[config.mk]
export PLATFORM = sky130hd
export DESIGN_NAME = otfr_top
export DESIGN_NICKNAME = d
export VERILOG_FILES = /design/src/hw/otfr_pkg.sv /design/src/hw/otfr_top.sv
export SDC_FILE = /design/constraint.sdc
export NUM_CORES = 1
export LEC_CHECK = 0
export BUFFER_PORTS_ARGS = -buffer_cell sky130_fd_sc_hd__buf_2
export CORE_MARGIN = 4
export CORE_UTILIZATION = 50
export CTS_CLUSTER_SIZE = 30
export DETAILED_ROUTE_END_ITERATION = 8
export MAX_ROUTING_LAYER = met4
export PLACE_DENSITY = 0.71
export SYNTH_ARGS = -nofsm -noshare
export SYNTH_HDL_FRONTEND = slang
export SYNTH_SLANG_ARGS = --single-unit
[constraint.sdc]
create_clock -name clock_i -period 2.85 [get_ports clock_i]
set_input_delay 0.1425 -clock clock_i [delete_from_list [all_inputs] [get_ports clock_i]]
set_output_delay 0.1425 -clock clock_i [all_outputs]
set_load 0.01 [all_outputs]
[src/hw/otfr_pkg.sv]
package otfr_pkg;

    // Register map
    localparam logic [7:0] OTFR_CFG_ADDR   = 8'h50;
    localparam logic [7:0] OTFR_STAT_ADDR  = 8'h51;
    localparam logic [7:0] OTFR_CFG_RESET  = 8'h00;
    localparam logic [7:0] OTFR_RDATA_NONE = 8'h00;

    // Field positions of the configuration register
    localparam int OTFR_RESP_MSB  = 7;
    localparam int OTFR_RESP_LSB  = 6;
    localparam int OTFR_RETRY_MSB = 5;
    localparam int OTFR_RETRY_LSB = 3;
    localparam int OTFR_DLY_MSB   = 2;
    localparam int OTFR_DLY_LSB   = 0;

    // Retry code that means no limit
    localparam logic [2:0] OTFR_RETRY_INF = 3'h7;
    localparam logic [2:0] OTFR_RETRY_ONE = 3'h1;
    localparam logic [2:0] OTFR_RETRY_NONE = 3'h0;

    // Millisecond time base from the 100 MHz clock
    localparam int OTFR_MS_NS     = 1000000;
    localparam int OTFR_CLK_NS    = 10;
    localparam int OTFR_CYC_PER_MS = OTFR_MS_NS / OTFR_CLK_NS;
    localparam int OTFR_MS_W      = 12;

    // First delay: wait before the output is turned off, in ms
    localparam logic [11:0] OTFR_DLY1_MS [8] = '{
        12'h00A, 12'h014, 12'h028, 12'h050, 12'h0A0, 12'h140, 12'h280, 12'h500
    };
    // Second delay: spacing of restart attempts, in ms
    localparam logic [11:0] OTFR_DLY2_MS [8] = '{
        12'h0FC, 12'h22E, 12'h39C, 12'h4EC, 12'h63C, 12'h78C, 12'h8DC, 12'hA2C
    };

    typedef enum logic [1:0] {
        OTFR_RESP_IGNORE = 2'b00,
        OTFR_RESP_RIDE   = 2'b01,
        OTFR_RESP_SHUT   = 2'b10,
        OTFR_RESP_HOLD   = 2'b11
    } otfr_resp_t;

    typedef enum logic [2:0] {
        OTFR_ST_RUN   = 3'b000,
        OTFR_ST_RIDE  = 3'b001,
        OTFR_ST_OFF   = 3'b010,
        OTFR_ST_TRY   = 3'b011,
        OTFR_ST_HOLD  = 3'b100,
        OTFR_ST_LATCH = 3'b101
    } otfr_state_t;

    // Status word read back by the host
    typedef struct packed {
        otfr_state_t state;
        logic [2:0]  used;
        logic        latched;
        logic        out_en;
    } otfr_status_t;

endpackage : otfr_pkg

[src/hw/otfr_top.sv]
`timescale 1ns/10ps
module otfr_top
    import otfr_pkg::*;
#(
    parameter int CYC_PER_MS = OTFR_CYC_PER_MS
) (
    // Clock and reset
    input  wire logic       clock_i,
    input  wire logic       rst_n_i,
    // Register access port
    input  wire logic       reg_wr_i,
    input  wire logic [7:0] reg_addr_i,
    input  wire logic [7:0] reg_wdata_i,
    output logic      [7:0] reg_rdata_o,
    // Fault input from the threshold logic on this clock
    input  wire logic       fault_i,
    // Power stage control and status
    output logic            output_en_o,
    output logic            fault_latched_o
);

    localparam int PRE_W = $clog2(CYC_PER_MS + 1);
    localparam logic [PRE_W-1:0] PRE_LAST = PRE_W'(CYC_PER_MS - 1);
    localparam logic [PRE_W-1:0] PRE_ZERO = '0;
    localparam logic [OTFR_MS_W-1:0] MS_ZERO = '0;
    localparam logic [OTFR_MS_W-1:0] MS_ONE  = OTFR_MS_W'(1);
    localparam logic [OTFR_MS_W-1:0] MS_FULL = '1;
    localparam logic [PRE_W-1:0]     PRE_ONE = PRE_W'(1);

    logic [7:0]           cfg;
    otfr_resp_t           resp;
    logic [2:0]           retry_code;
    logic [2:0]           dly_code;
    otfr_state_t          state;
    otfr_state_t          next_state;
    logic [2:0]           used;
    logic                 retry_avail;
    logic [PRE_W-1:0]     pre_cnt;
    logic [OTFR_MS_W-1:0] ms_cnt;
    logic                 tmr_clr;
    otfr_status_t         status;
    logic [OTFR_MS_W-1:0] dly1_ms;
    logic [OTFR_MS_W-1:0] dly2_ms;
    logic                 ms_tick;
    logic                 ms_full;
    logic                 ride_done;
    logic                 off_done;

    // Field decode of the configuration register
    assign resp       = otfr_resp_t'(cfg[OTFR_RESP_MSB:OTFR_RESP_LSB]);
    assign retry_code = cfg[OTFR_RETRY_MSB:OTFR_RETRY_LSB];
    assign dly_code   = cfg[OTFR_DLY_MSB:OTFR_DLY_LSB];

    // Another attempt is allowed while attempts remain or the count is unlimited
    assign retry_avail = (retry_code == OTFR_RETRY_INF) || (used < retry_code);

    // Both waits come from one delay code; the tables hold whole milliseconds
    assign dly1_ms = OTFR_DLY1_MS[dly_code];
    assign dly2_ms = OTFR_DLY2_MS[dly_code];

    // One tick per millisecond; the elapsed count stops at full scale
    assign ms_tick = (pre_cnt == PRE_LAST);
    assign ms_full = (ms_cnt == MS_FULL);

    // Wait ends use the live delay code, so a rewrite mid-wait moves the end point
    assign ride_done = (ms_cnt >= dly1_ms);
    assign off_done  = (ms_cnt >= dly2_ms);

    // Configuration register, written by the host at any time
    // The status word at the next address is read only; writes there are dropped
    always_ff @(posedge clock_i or negedge rst_n_i) begin
        if (!rst_n_i) begin
            cfg <= OTFR_CFG_RESET;
        end else if (reg_wr_i && reg_addr_i == OTFR_CFG_ADDR) begin
            cfg <= reg_wdata_i;
        end
    end

    // Read data is registered, so it appears one cycle after the address
    always_ff @(posedge clock_i or negedge rst_n_i) begin
        if (!rst_n_i) begin
            reg_rdata_o <= OTFR_RDATA_NONE;
        end else if (reg_addr_i == OTFR_CFG_ADDR) begin
            reg_rdata_o <= cfg;
        end else if (reg_addr_i == OTFR_STAT_ADDR) begin
            reg_rdata_o <= status;
        end else begin
            reg_rdata_o <= OTFR_RDATA_NONE;
        end
    end

    // Status word for the host: state, attempts used, latch and enable
    assign status = '{state: state, used: used, latched: fault_latched_o, out_en: output_en_o};

    // Timer restarts on every state change, so each wait is measured from its own entry
    assign tmr_clr = (next_state != state);

    // Millisecond prescaler, restarted with the timer so every wait starts on a clean tick
    always_ff @(posedge clock_i or negedge rst_n_i) begin
        if (!rst_n_i) begin
            pre_cnt <= PRE_ZERO;
        end else if (tmr_clr || ms_tick) begin
            pre_cnt <= PRE_ZERO;
        end else begin
            pre_cnt <= pre_cnt + PRE_ONE;
        end
    end

    // Elapsed milliseconds in the current state; saturates so a very long wait cannot wrap
    always_ff @(posedge clock_i or negedge rst_n_i) begin
        if (!rst_n_i) begin
            ms_cnt <= MS_ZERO;
        end else if (tmr_clr) begin
            ms_cnt <= MS_ZERO;
        end else if (ms_tick && !ms_full) begin
            ms_cnt <= ms_cnt + MS_ONE;
        end
    end

    // Sequencer next state; the config is read live, so a rewrite takes effect at once
    always_comb begin
        next_state = state;
        unique case (state)
            // A fault seen in normal running starts the programmed reaction
            OTFR_ST_RUN: begin
                if (fault_i) begin
                    unique case (resp)
                        OTFR_RESP_IGNORE: next_state = OTFR_ST_RUN;
                        OTFR_RESP_RIDE:   next_state = OTFR_ST_RIDE;
                        OTFR_RESP_SHUT:   next_state = retry_avail ? OTFR_ST_OFF
                                                                   : OTFR_ST_LATCH;
                        OTFR_RESP_HOLD:   next_state = OTFR_ST_HOLD;
                    endcase
                end
            end
            OTFR_ST_RIDE: begin
                if (!fault_i || resp == OTFR_RESP_IGNORE) begin
                    next_state = OTFR_ST_RUN;
                end else if (ride_done) begin
                    next_state = retry_avail ? OTFR_ST_OFF : OTFR_ST_LATCH;
                end
            end
            // Output stays off for the whole restart spacing
            OTFR_ST_OFF: begin
                if (off_done) begin
                    next_state = OTFR_ST_TRY;
                end
            end
            // A rewrite to the ignore code abandons the sequence here as well
            OTFR_ST_TRY: begin
                if (!fault_i || resp == OTFR_RESP_IGNORE) begin
                    next_state = OTFR_ST_RUN;
                end else if (retry_avail) begin
                    next_state = OTFR_ST_OFF;
                end else begin
                    next_state = OTFR_ST_LATCH;
                end
            end
            // No timer here: the output returns as soon as the fault is gone
            OTFR_ST_HOLD: begin
                if (!fault_i) begin
                    next_state = OTFR_ST_RUN;
                end
            end
            // Left only through reset
            OTFR_ST_LATCH: begin
                next_state = OTFR_ST_LATCH;
            end
            default: begin
                next_state = OTFR_ST_LATCH;              // Illegal code fails safe, output off
            end
        endcase
    end

    // State register; only reset leaves the latched state
    always_ff @(posedge clock_i or negedge rst_n_i) begin
        if (!rst_n_i) begin
            state <= OTFR_ST_RUN;
        end else begin
            state <= next_state;
        end
    end

    // Attempt counter: one more per restart, refilled on return to normal running
    always_ff @(posedge clock_i or negedge rst_n_i) begin
        if (!rst_n_i) begin
            used <= OTFR_RETRY_NONE;
        end else if (next_state == OTFR_ST_RUN) begin
            used <= OTFR_RETRY_NONE;
        end else if (state == OTFR_ST_OFF && next_state == OTFR_ST_TRY
                     && used != OTFR_RETRY_INF) begin
            used <= used + OTFR_RETRY_ONE;
        end
    end

    // Output enable follows the next state, so it changes on the same edge as the state
    always_ff @(posedge clock_i or negedge rst_n_i) begin
        if (!rst_n_i) begin
            output_en_o <= 1'b1;
        end else begin
            output_en_o <= (next_state == OTFR_ST_RUN) || (next_state == OTFR_ST_RIDE)
                           || (next_state == OTFR_ST_TRY);
        end
    end

    // Latched flag, also from the next state; reset is the only way to drop it
    always_ff @(posedge clock_i or negedge rst_n_i) begin
        if (!rst_n_i) begin
            fault_latched_o <= 1'b0;
        end else begin
            fault_latched_o <= (next_state == OTFR_ST_LATCH);
        end
    end

endmodule : otfr_top

==> Word-level counts from Yosys, hierarchy flattened <==
Memories as Yosys holds them, arrays and structs flattened.
Index checks and enable logic that the tools add are counted.
{ "classes": {"addsub": 3, "magnitude_cmp": 4, "eq_ne": 17, "mux": 20, "bitwise": 1, "reduce_logical": 16} }
{ "ops": {"columns": ["op", "n"], "rows": [
  ["12-bit two-way mux", 6],
  ["3-bit two-way mux", 9],
  ["12-bit >= comparator", 2],
  ["17-bit by 1-bit adder with 17-bit output (second input constant)", 1],
  ["17-bit == test (second input constant)", 1],
  ["17-bit two-way mux", 1],
  ["8-bit by 7-bit == test with 1-bit output (second input constant)", 2],
  ["8-bit two-way mux", 2],
  ["3-bit one-hot mux with 5 select lines", 1],
  ["12-bit by 1-bit adder with 12-bit output (second input constant)", 1],
  ["12-bit == test (second input constant)", 1],
  ["3-bit one-hot mux with 4 select lines", 1],
  ["3-bit by 2-bit == test with 1-bit output (second input constant)", 3],
  ["3-bit == test (second input constant)", 3],
  ["3-bit by 1-bit == test with 1-bit output (second input constant)", 2],
  ["3-bit logical NOT", 2],
  ["1-bit logical OR", 5],
  ["2-bit == test (second input constant)", 2],
  ["4-bit >= comparator (second input constant)", 1],
  ["1-bit logical AND", 4],
  ["3-bit NOT with 4-bit output", 1],
  ["2-bit nonzero test", 2],
  ["3-bit by 1-bit adder with 3-bit output (second input constant)", 1],
  ["3-bit less-than comparator", 1],
  ["5 further kinds", 6]
]} }
{ "totals": {"register_bits": 53, "rom_bits": 192, "in_bits": 20, "out_inout_bits": 10, "wordCells": 71, "n_memories": 2} }
{ "mem_list": {"columns": ["name", "depth", "width", "read_ports", "rd_ports_with_merged_regs", "wr", "line", "text"], "rows": [
  ["(no name shown)", 8, 12, 1, 0, 0, "otfr_top.sv:59", "assign dly2_ms = OTFR_DLY2_MS[dly_code];"],
  ["(no name shown)", 8, 12, 1, 0, 0, "otfr_top.sv:58", "assign dly1_ms = OTFR_DLY1_MS[dly_code];"]
]} }

==> Depth between registers and ports, before layout <==
Gate-level depths: netlist of run 1.
{ "logic_depth": {"word_depth": 13, "ltp_mapped": 14, "ltp_nobuf": 12} }

==> Worst setup path after synthesis of run 1 <==
No wires, ideal clock.
{ "synth_timing": {"path_kind": "register to register", "from": "register cfg[0]", "to": "register pre_cnt[10]", "setup_ns": 0.126, "arrival_ns": 2.835, "t_required_ns": 2.724, "slack_ns": -0.111, "path_stages_with_launch": 14, "path_buffers": 2, "period_less_slack_ns": 2.961, "path_cell_list": "dfrtp_1 > inv_1 > ha_1 > mux2_2 > inv_1 > ha_1 > a211oi_1 > o21bai_1 > o311ai_2 > nand3_2 > o311ai_2 > buf_6 > buf_6 > nor3_2"} }
{ "synth_via": {"elab_chain_cells": 11, "word_cells_on_any_way": 16, "classes_between": "2 x order compare; 1 x eq/ne; 9 x mux; 1 x bitwise; 1 x reduce/logical; 2 x memory"} }
{ "synth_rtl": {"columns": ["element", "line", "text"], "rows": [
  ["start: declaration", "otfr_top.sv:30", "logic [7:0] cfg;"],
  ["start signal: assignment", "otfr_top.sv:75", "cfg <= reg_wdata_i;"],
  ["3-bit NOT with 4-bit output (not written as such) *", "otfr_top.sv:58, otfr_top.sv:59", null],
  ["memory 8 x 12 bit", null, null],
  ["12-bit two-way mux (not written as such) (2 in a row)", "otfr_top.sv:58", null],
  ["12-bit >= comparator", "otfr_top.sv:66", "assign ride_done = (ms_cnt >= dly1_ms);"],
  ["3-bit two-way mux", "otfr_top.sv:139", "end else if (ride_done) begin"],
  ["3-bit two-way mux", "otfr_top.sv:137", "if (!fault_i || resp == OTFR_RESP_IGNORE) begin"],
  ["3-bit one-hot mux with 5 select lines *", "otfr_top.sv:123", "unique case (state)"],
  ["3-bit != test *", "otfr_top.sv:96", "assign tmr_clr = (next_state != state);"],
  ["1-bit logical OR *", "otfr_top.sv:102", "end else if (tmr_clr || ms_tick) begin"],
  ["17-bit two-way mux *", "otfr_top.sv:102", null],
  ["end signal: assignment", "otfr_top.sv:105", "pre_cnt <= pre_cnt + PRE_ONE;"],
  ["end: declaration", "otfr_top.sv:38", "logic [PRE_W-1:0] pre_cnt;"]
]} }
Mark *: on every way between the ends. The rest lies on a longest branch, timed or not. The select of a mux whose other input is x is not followed.
A chain may end at the register's enable or synchronous reset.

==> Worst setup path after layout of run 1 <==
{ "layout_timing": {"from": "register cfg[0]", "to": "register pre_cnt[12]"} }
Same word-level chain as after synthesis.

==> flow_summary_export.csv, run 1 <==
group,metric,value,unit
status,outcome,"complete, but fails checks",
status,violations,"negative setup slack",
critical_path,slowest_stage,"dfrtp_2",
critical_path,cp-start-kind,"register",
global_routing,grt.overflow.total,0,
pwr,pwr-share-comb,21.5,%
floorplanning,rows,30,
cells_and_area,antennaDiodeCount,0,
route,wl,7500,µm
critical_path,endpoint_kind,"register",
timing,relSlewSlack,45.8,%
pwr,seqPwrFrac,48.7,%
cells_and_area,regArea,1330,µm²
clock_tree,clk-insertion-delay-late,0.31,ns
yosys,syn_nets,395,
pwr,p_clk_share,29.7,%
pwr,switching_power,0.504,mW
timing,timing_worst_slew_pin_value,0.813,ns
placed_design,dpl_worst_slack,-0.189,ns
pwr,ir_drop,0.259,mV
timing,fmax,0.347,GHz
yosys,synth_most_common_cell,"dfrtp_1",
route,drt-wirelength-per-cell,15.8,µm
yosys,ys_dominant_reg_cell,"dfrtp_1",
yosys,synth_edf_count,0,
cells_and_area,nNetsFinal,446,
yosys,syn_avg_cell_area,10.1,µm²
route,ant_nets,0,
clock_tree,cts_sinks,53,
route,dr.max_layer_used,"met4",
route,dr_wl_met2,3650,µm
cells_and_area,final_util,63.6,%
timing,rsz0062_at_grt,"yes",
critical_path,max_stage_delay,0.44,ns
route,vias_per_cell,5.74,
critical_path,path_cells,"inv_4 -> ha_4 -> mux2_4 -> inv_2 -> ha_4 -> a211oi_2 -> o21bai_1 -> o311ai_4 -> nand3_2 -> o311ai_4 -> buf_6 -> nor3_2",
critical_path,path_class,"reg -> reg",
timing,hold_viol,0,
route,met1_length,3430,µm
floorplanning,dieWidth,91.3,µm
placed_design,dp_cells,463,
yosys,synthTopCellsByCount,"52 x dfrtp_1, 32 x nand2_1, 31 x ha_1",
route,drcViolationCount,0,
yosys,syn_area,3470,µm²
route,route.met3.wl,295,µm
yosys,async_flop_share,100,%
cells_and_area,drive_gt1_share,35.4,%
floorplanning,ioPinCount,30,
timing,fin_crit_sh,101,%
yosys,synth_top_area_cell,"dfrtp_1",
timing,setup_viol,28,
floorplanning,floorplan.initialDensity,51.3,%
yosys,netlist_instances,344,
critical_path,cp.required,3.05,ns
global_routing,track_usage,18.7,%
cells_and_area,multi_input_area,2290,µm²
clock_tree,clockRootBuffer,"clkbuf_8",
clock_tree,clk_path_buf_depth,2,
clock_tree,cts_tree,"yes",
yosys,synth_warnings,0,
placed_design,gp_congestion,0.893,
yosys,ys_ff_latch,53,
global_routing,antenna_found_initial,0,
global_routing,grt_pass1_vias,2674,
clock_tree,h-tree-depth,2,
yosys,yosysTopAreaCellShare,37.5,%
yosys,synth.distinct_cells,60,
min_path,hp-class,"in -> reg",
floorplanning,die_y,91.3,µm
timing,skew,0.00592,ns
placed_design,io_buffers,29,
global_routing,grt_pass1_wl,12500,µm
timing,finalMaxSlewViolations,0,
cells_and_area,stdcell_area,4300,µm²
timing,period_minus_slack,2.88,ns
floorplanning,core-area,6760,µm²
clock_tree,clk_pin_slew,0.10,ns
route,drt_first_pass_iters,4,
pwr,power.share.switching,28.7,%
clock_tree,numCtsBuffers,5,
job,maxCapViolCount,0,
pwr,p_per_area,409,nW/µm²
cells_and_area,fillers,524,
critical_path,cp.arrival,3.08,ns
placed_design,postPlaceCellArea,3890,µm²
global_routing,grt_start_max_net_pins,37,
timing,setup_ws,-0.0335,ns
pwr,p_int,1.26,mW
critical_path,crit_fanout,8,
cells_and_area,fin_cells,476,
route,drt_iter0_drc,79,
floorplanning,die-area,8330,µm²
pwr,p_total,1.76,mW
cells_and_area,areaGrowthSynthToFinish,24.0,%
yosys,yosys-top-cells-area,"dfrtp_1 38%, ha_1 11%, mux2i_1 4.3%, xor2_1 4.3%, nand2_1 3.5%",
pwr,leakagePower,1.95,nW
yosys,synth_seq_area_share,38.3,%
route,num_vias,2731,
placed_design,hpwl,5320,µm
[sequential cells by signal (all words and copies together) (netlist names)]
| signal | cells |
|---|---|
| pre_cnt | 17 |
| ms_cnt | 12 |
| cfg | 8 |
| reg_rdata_o | 8 |
| state | 3 |
| used | 3 |
| fault_latched_o | 1 |
| output_en_o | 1 |
[timing repair]
item / 4_1_cts / 5_1_grt
resized for setup: 38 / 16
hold buffers: 1 / 0
setup buffers: 2 / 2
setup endpoints to repair: 31 / 34
pin swaps: 36 / 8
endpoints found under the hold margin: 35 / 0
[power by group through the flow]
stage	Clock, mW	Combinational (mW)	Sequential [mW]
after global placement	0	0.294	0.871
final	0.523	0.379	0.858
after detailed placement	0	0.302	0.872
after floorplan	0	0.221	0.857
after CTS	0.528	0.369	0.858
after global routing	0.566	0.423	0.866
[metrics by stage]
step | setup TNS, ns | hold WS (ns)
floorplan | 0 | -0.153
global placement | -1.33 | 0.274
detailed placement | -2.81 | 0.276
CTS | -0.346 | 0.0522
global route | -3.64 | 0.0530
finish | -0.313 | 0.0571
[path summary, 6_finish.rpt]
check,startpoint,depth (start not counted),to,slack [ns]
hold reg to reg,pre_cnt[0],1,pre_cnt[0],0.51
setup reg to reg,cfg[0],12,pre_cnt[12],-0.03
max in group asynchronous,rst_n_i,3,output_en_o,1.60
setup / recovery,cfg[0],12,pre_cnt[12],-0.03
hold / removal,reg_wdata_i[3],2,cfg[3],0.06
min in group asynchronous,rst_n_i,2,reg_rdata_o[2],0.45
[routing by layer]
layer | track usage (%) | up-vias
met2 | 31.3 | 61
li1 | - | 1341
met5 | - | -
met1 | 23.7 | 1315
met4 | 4.77 | 0
met3 | 3.15 | 14
[critical path, delay by kind of cell, from the launching register on]
kind,cells,cell delay (ns)
buffers and inverters,3,0.38
AOI/OAI and AO/OA,4,1.05
DFF,1,0.44
muxes,1,0.28
and+or+nand+nor,2,0.21
adders and majority gates,2,0.40
[cell usage in the layout (no fill, tap or decap), types with 3 or more instances in the layout]
cell,count
a21o_1,5
and3_1,8
buf_2,29
buf_4,18
buf_6,9
clkbuf_8,5
dfrtp_1,50
ha_1,23
ha_4,6
inv_1,10
mux2_2,8
mux2i_1,15
nand2_1,31
nand2b_1,4
nand3_1,13
nand4_1,6
nor2_1,18
nor2b_1,3
nor3_2,26
o21ai_0,5
o21ai_1,4
o31ai_1,3
or2_2,3
xnor2_1,9
xor2_1,17
[layout make-up]
class                   instances  area share [%]
inverters                      13            1.19
multi-input cells             264            53.4
repair buffers                 58            9.57
well taps                      80            2.33
clock buffers                   5            1.60
clock inverters                 3            1.02
flip-flops and latches         53            30.9
[cells by family (layout without fill, tap and decap cells)]
kind of cell,count (synthesis),count (layout),share of synthesized area (%)
and+or+nand+nor,137,137,22.2
DFF,53,53,38.3
AOI/OAI and AO/OA,46,46,10.9
adders and majority gates,31,31,11.2
buffers and inverters,27,79,3.57
xor gates and xnor gates,26,26,6.57
muxes,24,24,7.25
Power figures use the tool's default switching activity.
==> run 2, diff against run 1 <==
--- a/config.mk
+++ b/config.mk
@@ -6,12 +6,13 @@
 export NUM_CORES = 1
 export LEC_CHECK = 0
 export BUFFER_PORTS_ARGS = -buffer_cell sky130_fd_sc_hd__buf_2
+export CORE_ASPECT_RATIO = 0.9
 export CORE_MARGIN = 4
-export CORE_UTILIZATION = 50
+export CORE_UTILIZATION = 45
 export CTS_CLUSTER_SIZE = 30
 export DETAILED_ROUTE_END_ITERATION = 8
 export MAX_ROUTING_LAYER = met4
-export PLACE_DENSITY = 0.71
+export PLACE_DENSITY = 0.65
 export SYNTH_ARGS = -nofsm -noshare
 export SYNTH_HDL_FRONTEND = slang
 export SYNTH_SLANG_ARGS = --single-unit
==> run 2 against run 1 <==
  * Global-route usage is 0.17 points lower
  * Highest routed layer unchanged
  * Combinational power is 15% higher
  * The run still ends with negative setup slack left
  * Final cell count increased by 6.5%
  * Register-to-register slack gained 0.02 ns
  * Critical path depth rose by 1
  * Sequential share of layout area shrank 1.9 points
  * Largest power group unchanged
==> flow_summary_export.csv, run 2 (same netlist as run 1, synthesis figures left out) <==
group,metric,value,unit
status,outcome,"complete, but fails checks",
status,violations,"negative setup slack",
cells_and_area,reg_top3,"pre_cnt: 17 flops, ms_cnt: 12 flops",
clock_tree,clockRootBuffer,"clkbuf_8",
route,drt_first_pass_iters,5,
floorplanning,die-area,9180,µm²
clock_tree,h-tree-depth,2,
timing,fmax,0.349,GHz
critical_path,path_class,"reg -> reg",
floorplanning,dieWidth,101,µm
route,vias_per_cell,5.64,
cells_and_area,largest-register,"pre_cnt",
timing,setup_ws,-0.0152,ns
cells_and_area,largest_reg_flops,17,
critical_path,cp-start-kind,"register",
placed_design,io_buffers,29,
timing,skew,0.00552,ns
critical_path,reg2reg_to,"ms_cnt[2]",
timing,setup_viol,5,
critical_path,cp.arrival,3.07,ns
clock_tree,clk_pin_slew,0.10,ns
critical_path,worst-path-buf-inv,4,
critical_path,r2r_setup_slack,-0.02,ns
cells_and_area,antennaDiodeCount,0,
route,drt-wirelength-per-cell,16.2,µm
critical_path,crit_fanout,7,
cells_and_area,regArea,1330,µm²
route,wl,8210,µm
route,ant_nets,0,
cells_and_area,fillers,579,
critical_path,slowest_stage,"dfrtp_2",
placed_design,gp_congestion,0.839,
floorplanning,rows,30,
critical_path,worstRegToRegCells,13,
global_routing,grt_start_max_net_pins,30,
clock_tree,clk-insertion-delay-late,0.31,ns
cells_and_area,fin_cells,507,
route,drcViolationCount,0,
clock_tree,cts_sinks,53,
global_routing,grt.overflow.total,0,
cells_and_area,areaGrowthSynthToFinish,32.2,%
pwr,ir_drop,0.204,mV
global_routing,antenna_found_initial,0,
cells_and_area,multi_input_area,2390,µm²
cells_and_area,final_util,61.1,%
clock_tree,numCtsBuffers,5,
critical_path,crit_family,"compound AO/OA/AOI/OAI gates",
pwr,leakagePower,2.15,nW
critical_path,cp.required,3.06,ns
floorplanning,floorplan.initialDensity,46.2,%
min_path,hp-class,"in -> reg",
timing,fin_crit_sh,101,%
timing,timing_worst_slew_pin_value,0.696,ns
route,num_vias,2860,
critical_path,r2r_start,"cfg[0]",
global_routing,grt_pass1_wl,13400,µm
cells_and_area,final_common_cell,"dfrtp_1",
min_path,worst_hold_path.num_cells,2,
clock_tree,clk_path_buf_depth,2,
floorplanning,core-area,7510,µm²
cells_and_area,nNetsFinal,461,
critical_path,path_cells,"clkinv_4 -> ha_4 -> mux2_4 -> inv_2 -> ha_4 -> nand4_1 -> a21oi_2 -> o311ai_4 -> nand3_2 -> o311ai_4 -> buf_12 -> clkbuf_16 -> nor3_2",
cells_and_area,drive_gt1_share,39.7,%
pwr,p_per_area,382,nW/µm²
timing,finalMaxSlewViolations,0,
timing,rsz0062_at_grt,"yes",
placed_design,dp_cells,480,
route,drt_iter0_drc,103,
timing,hold_viol,0,
critical_path,max_stage_delay,0.41,ns
placed_design,hpwl,5590,µm
timing,relSlewSlack,53.6,%
clock_tree,cts_tree,"yes",
timing,period_minus_slack,2.87,ns
floorplanning,die_y,91.3,µm
min_path,hold_end,"cfg[3]",
global_routing,grt_pass1_vias,2798,
cells_and_area,layout_common_cells,"50 x dfrtp_1, 32 x buf_4, 29 x nand2_1, 29 x buf_2, 21 x ha_1",
global_routing,track_usage,18.6,%
min_path,hold_start,"reg_wdata_i[3]",
job,maxCapViolCount,0,
floorplanning,ioPinCount,30,
critical_path,endpoint_kind,"register",
==> run 2: cell types whose count changed in the layout (fill, tap and decap cells not counted), sizes merged <==
cell / delta
buf: +14
clkbuf: +2
clkinv: +2
inv: -2
bufinv: -1
==> run 2: layer usage <==
metal / part of all wire (%) / track usage [%] / wire, µm / vias up
met2: 49 / 29.8 / 4000 / 69
li1: - / - / - / 1374
met3: 4.7 / 3.07 / 389 / 9
met1: 46 / 24.5 / 3740 / 1408
met5: 0 / - / 0 / -
met4: 1.0 / 4.49 / 82 / 0
==> run 2: worst max-delay path by stage <==
stage	cells past startpoint	slack, ns	to	startpoint
after global routing	13	-0.12	ms_cnt[8]	cfg[0]
after detailed placement	13	-0.17	ms_cnt[2]	cfg[1]
after CTS	13	-0.01	ms_cnt[9]	cfg[1]
final	13	-0.02	ms_cnt[2]	cfg[0]
after global placement	13	-0.07	ms_cnt[9]	cfg[1]
after floorplan	13	0.003	pre_cnt[10]	cfg[0]
==> run 2: layout make-up <==
class	count	share of cell area [%]
repair buffers	73	12.9
flip-flops and latches	53	29.0
multi-input cells	264	52.2
well taps	96	2.62
clock inverters	2	0.300
clock buffers	6	1.80
inverters	13	1.17
==> run 2: what timing repair did <==
item | CTS | global route
pin swaps | 8 | 27
gates resized for setup | 21 | 46
buffers inserted | 6 | 12
gates cloned | 1 | 1
hold endpoints to repair | 28 | 0
hold buffers | 1 | 0
endpoints found under the setup margin | 33 | 35
==> run 2: per-stage QoR <==
step | setup WS [ns] | TNS [ns] | hold WS, ns | power, mW | area (µm²)
final | -0.0152 | -0.0588 | 0.0524 | 1.75 | 4580
after detailed placement | -0.175 | -3.52 | 0.227 | 1.20 | 3960
after global routing | -0.120 | -2.82 | 0.0494 | 1.84 | 4580
after global placement | -0.0655 | -1.09 | 0.214 | 1.19 | 3960
after CTS | -0.0126 | -0.0514 | 0.0479 | 1.70 | 4260
after floorplan | 0.00265 | 0 | -0.153 | 1.08 | 3520
==> run 2: report_power, final <==
group,internal [mW],switching [mW],total (mW)
Combinational,0.231,0.204,0.435
Sequential,0.801,0.0559,0.857
Clock,0.198,0.259,0.456
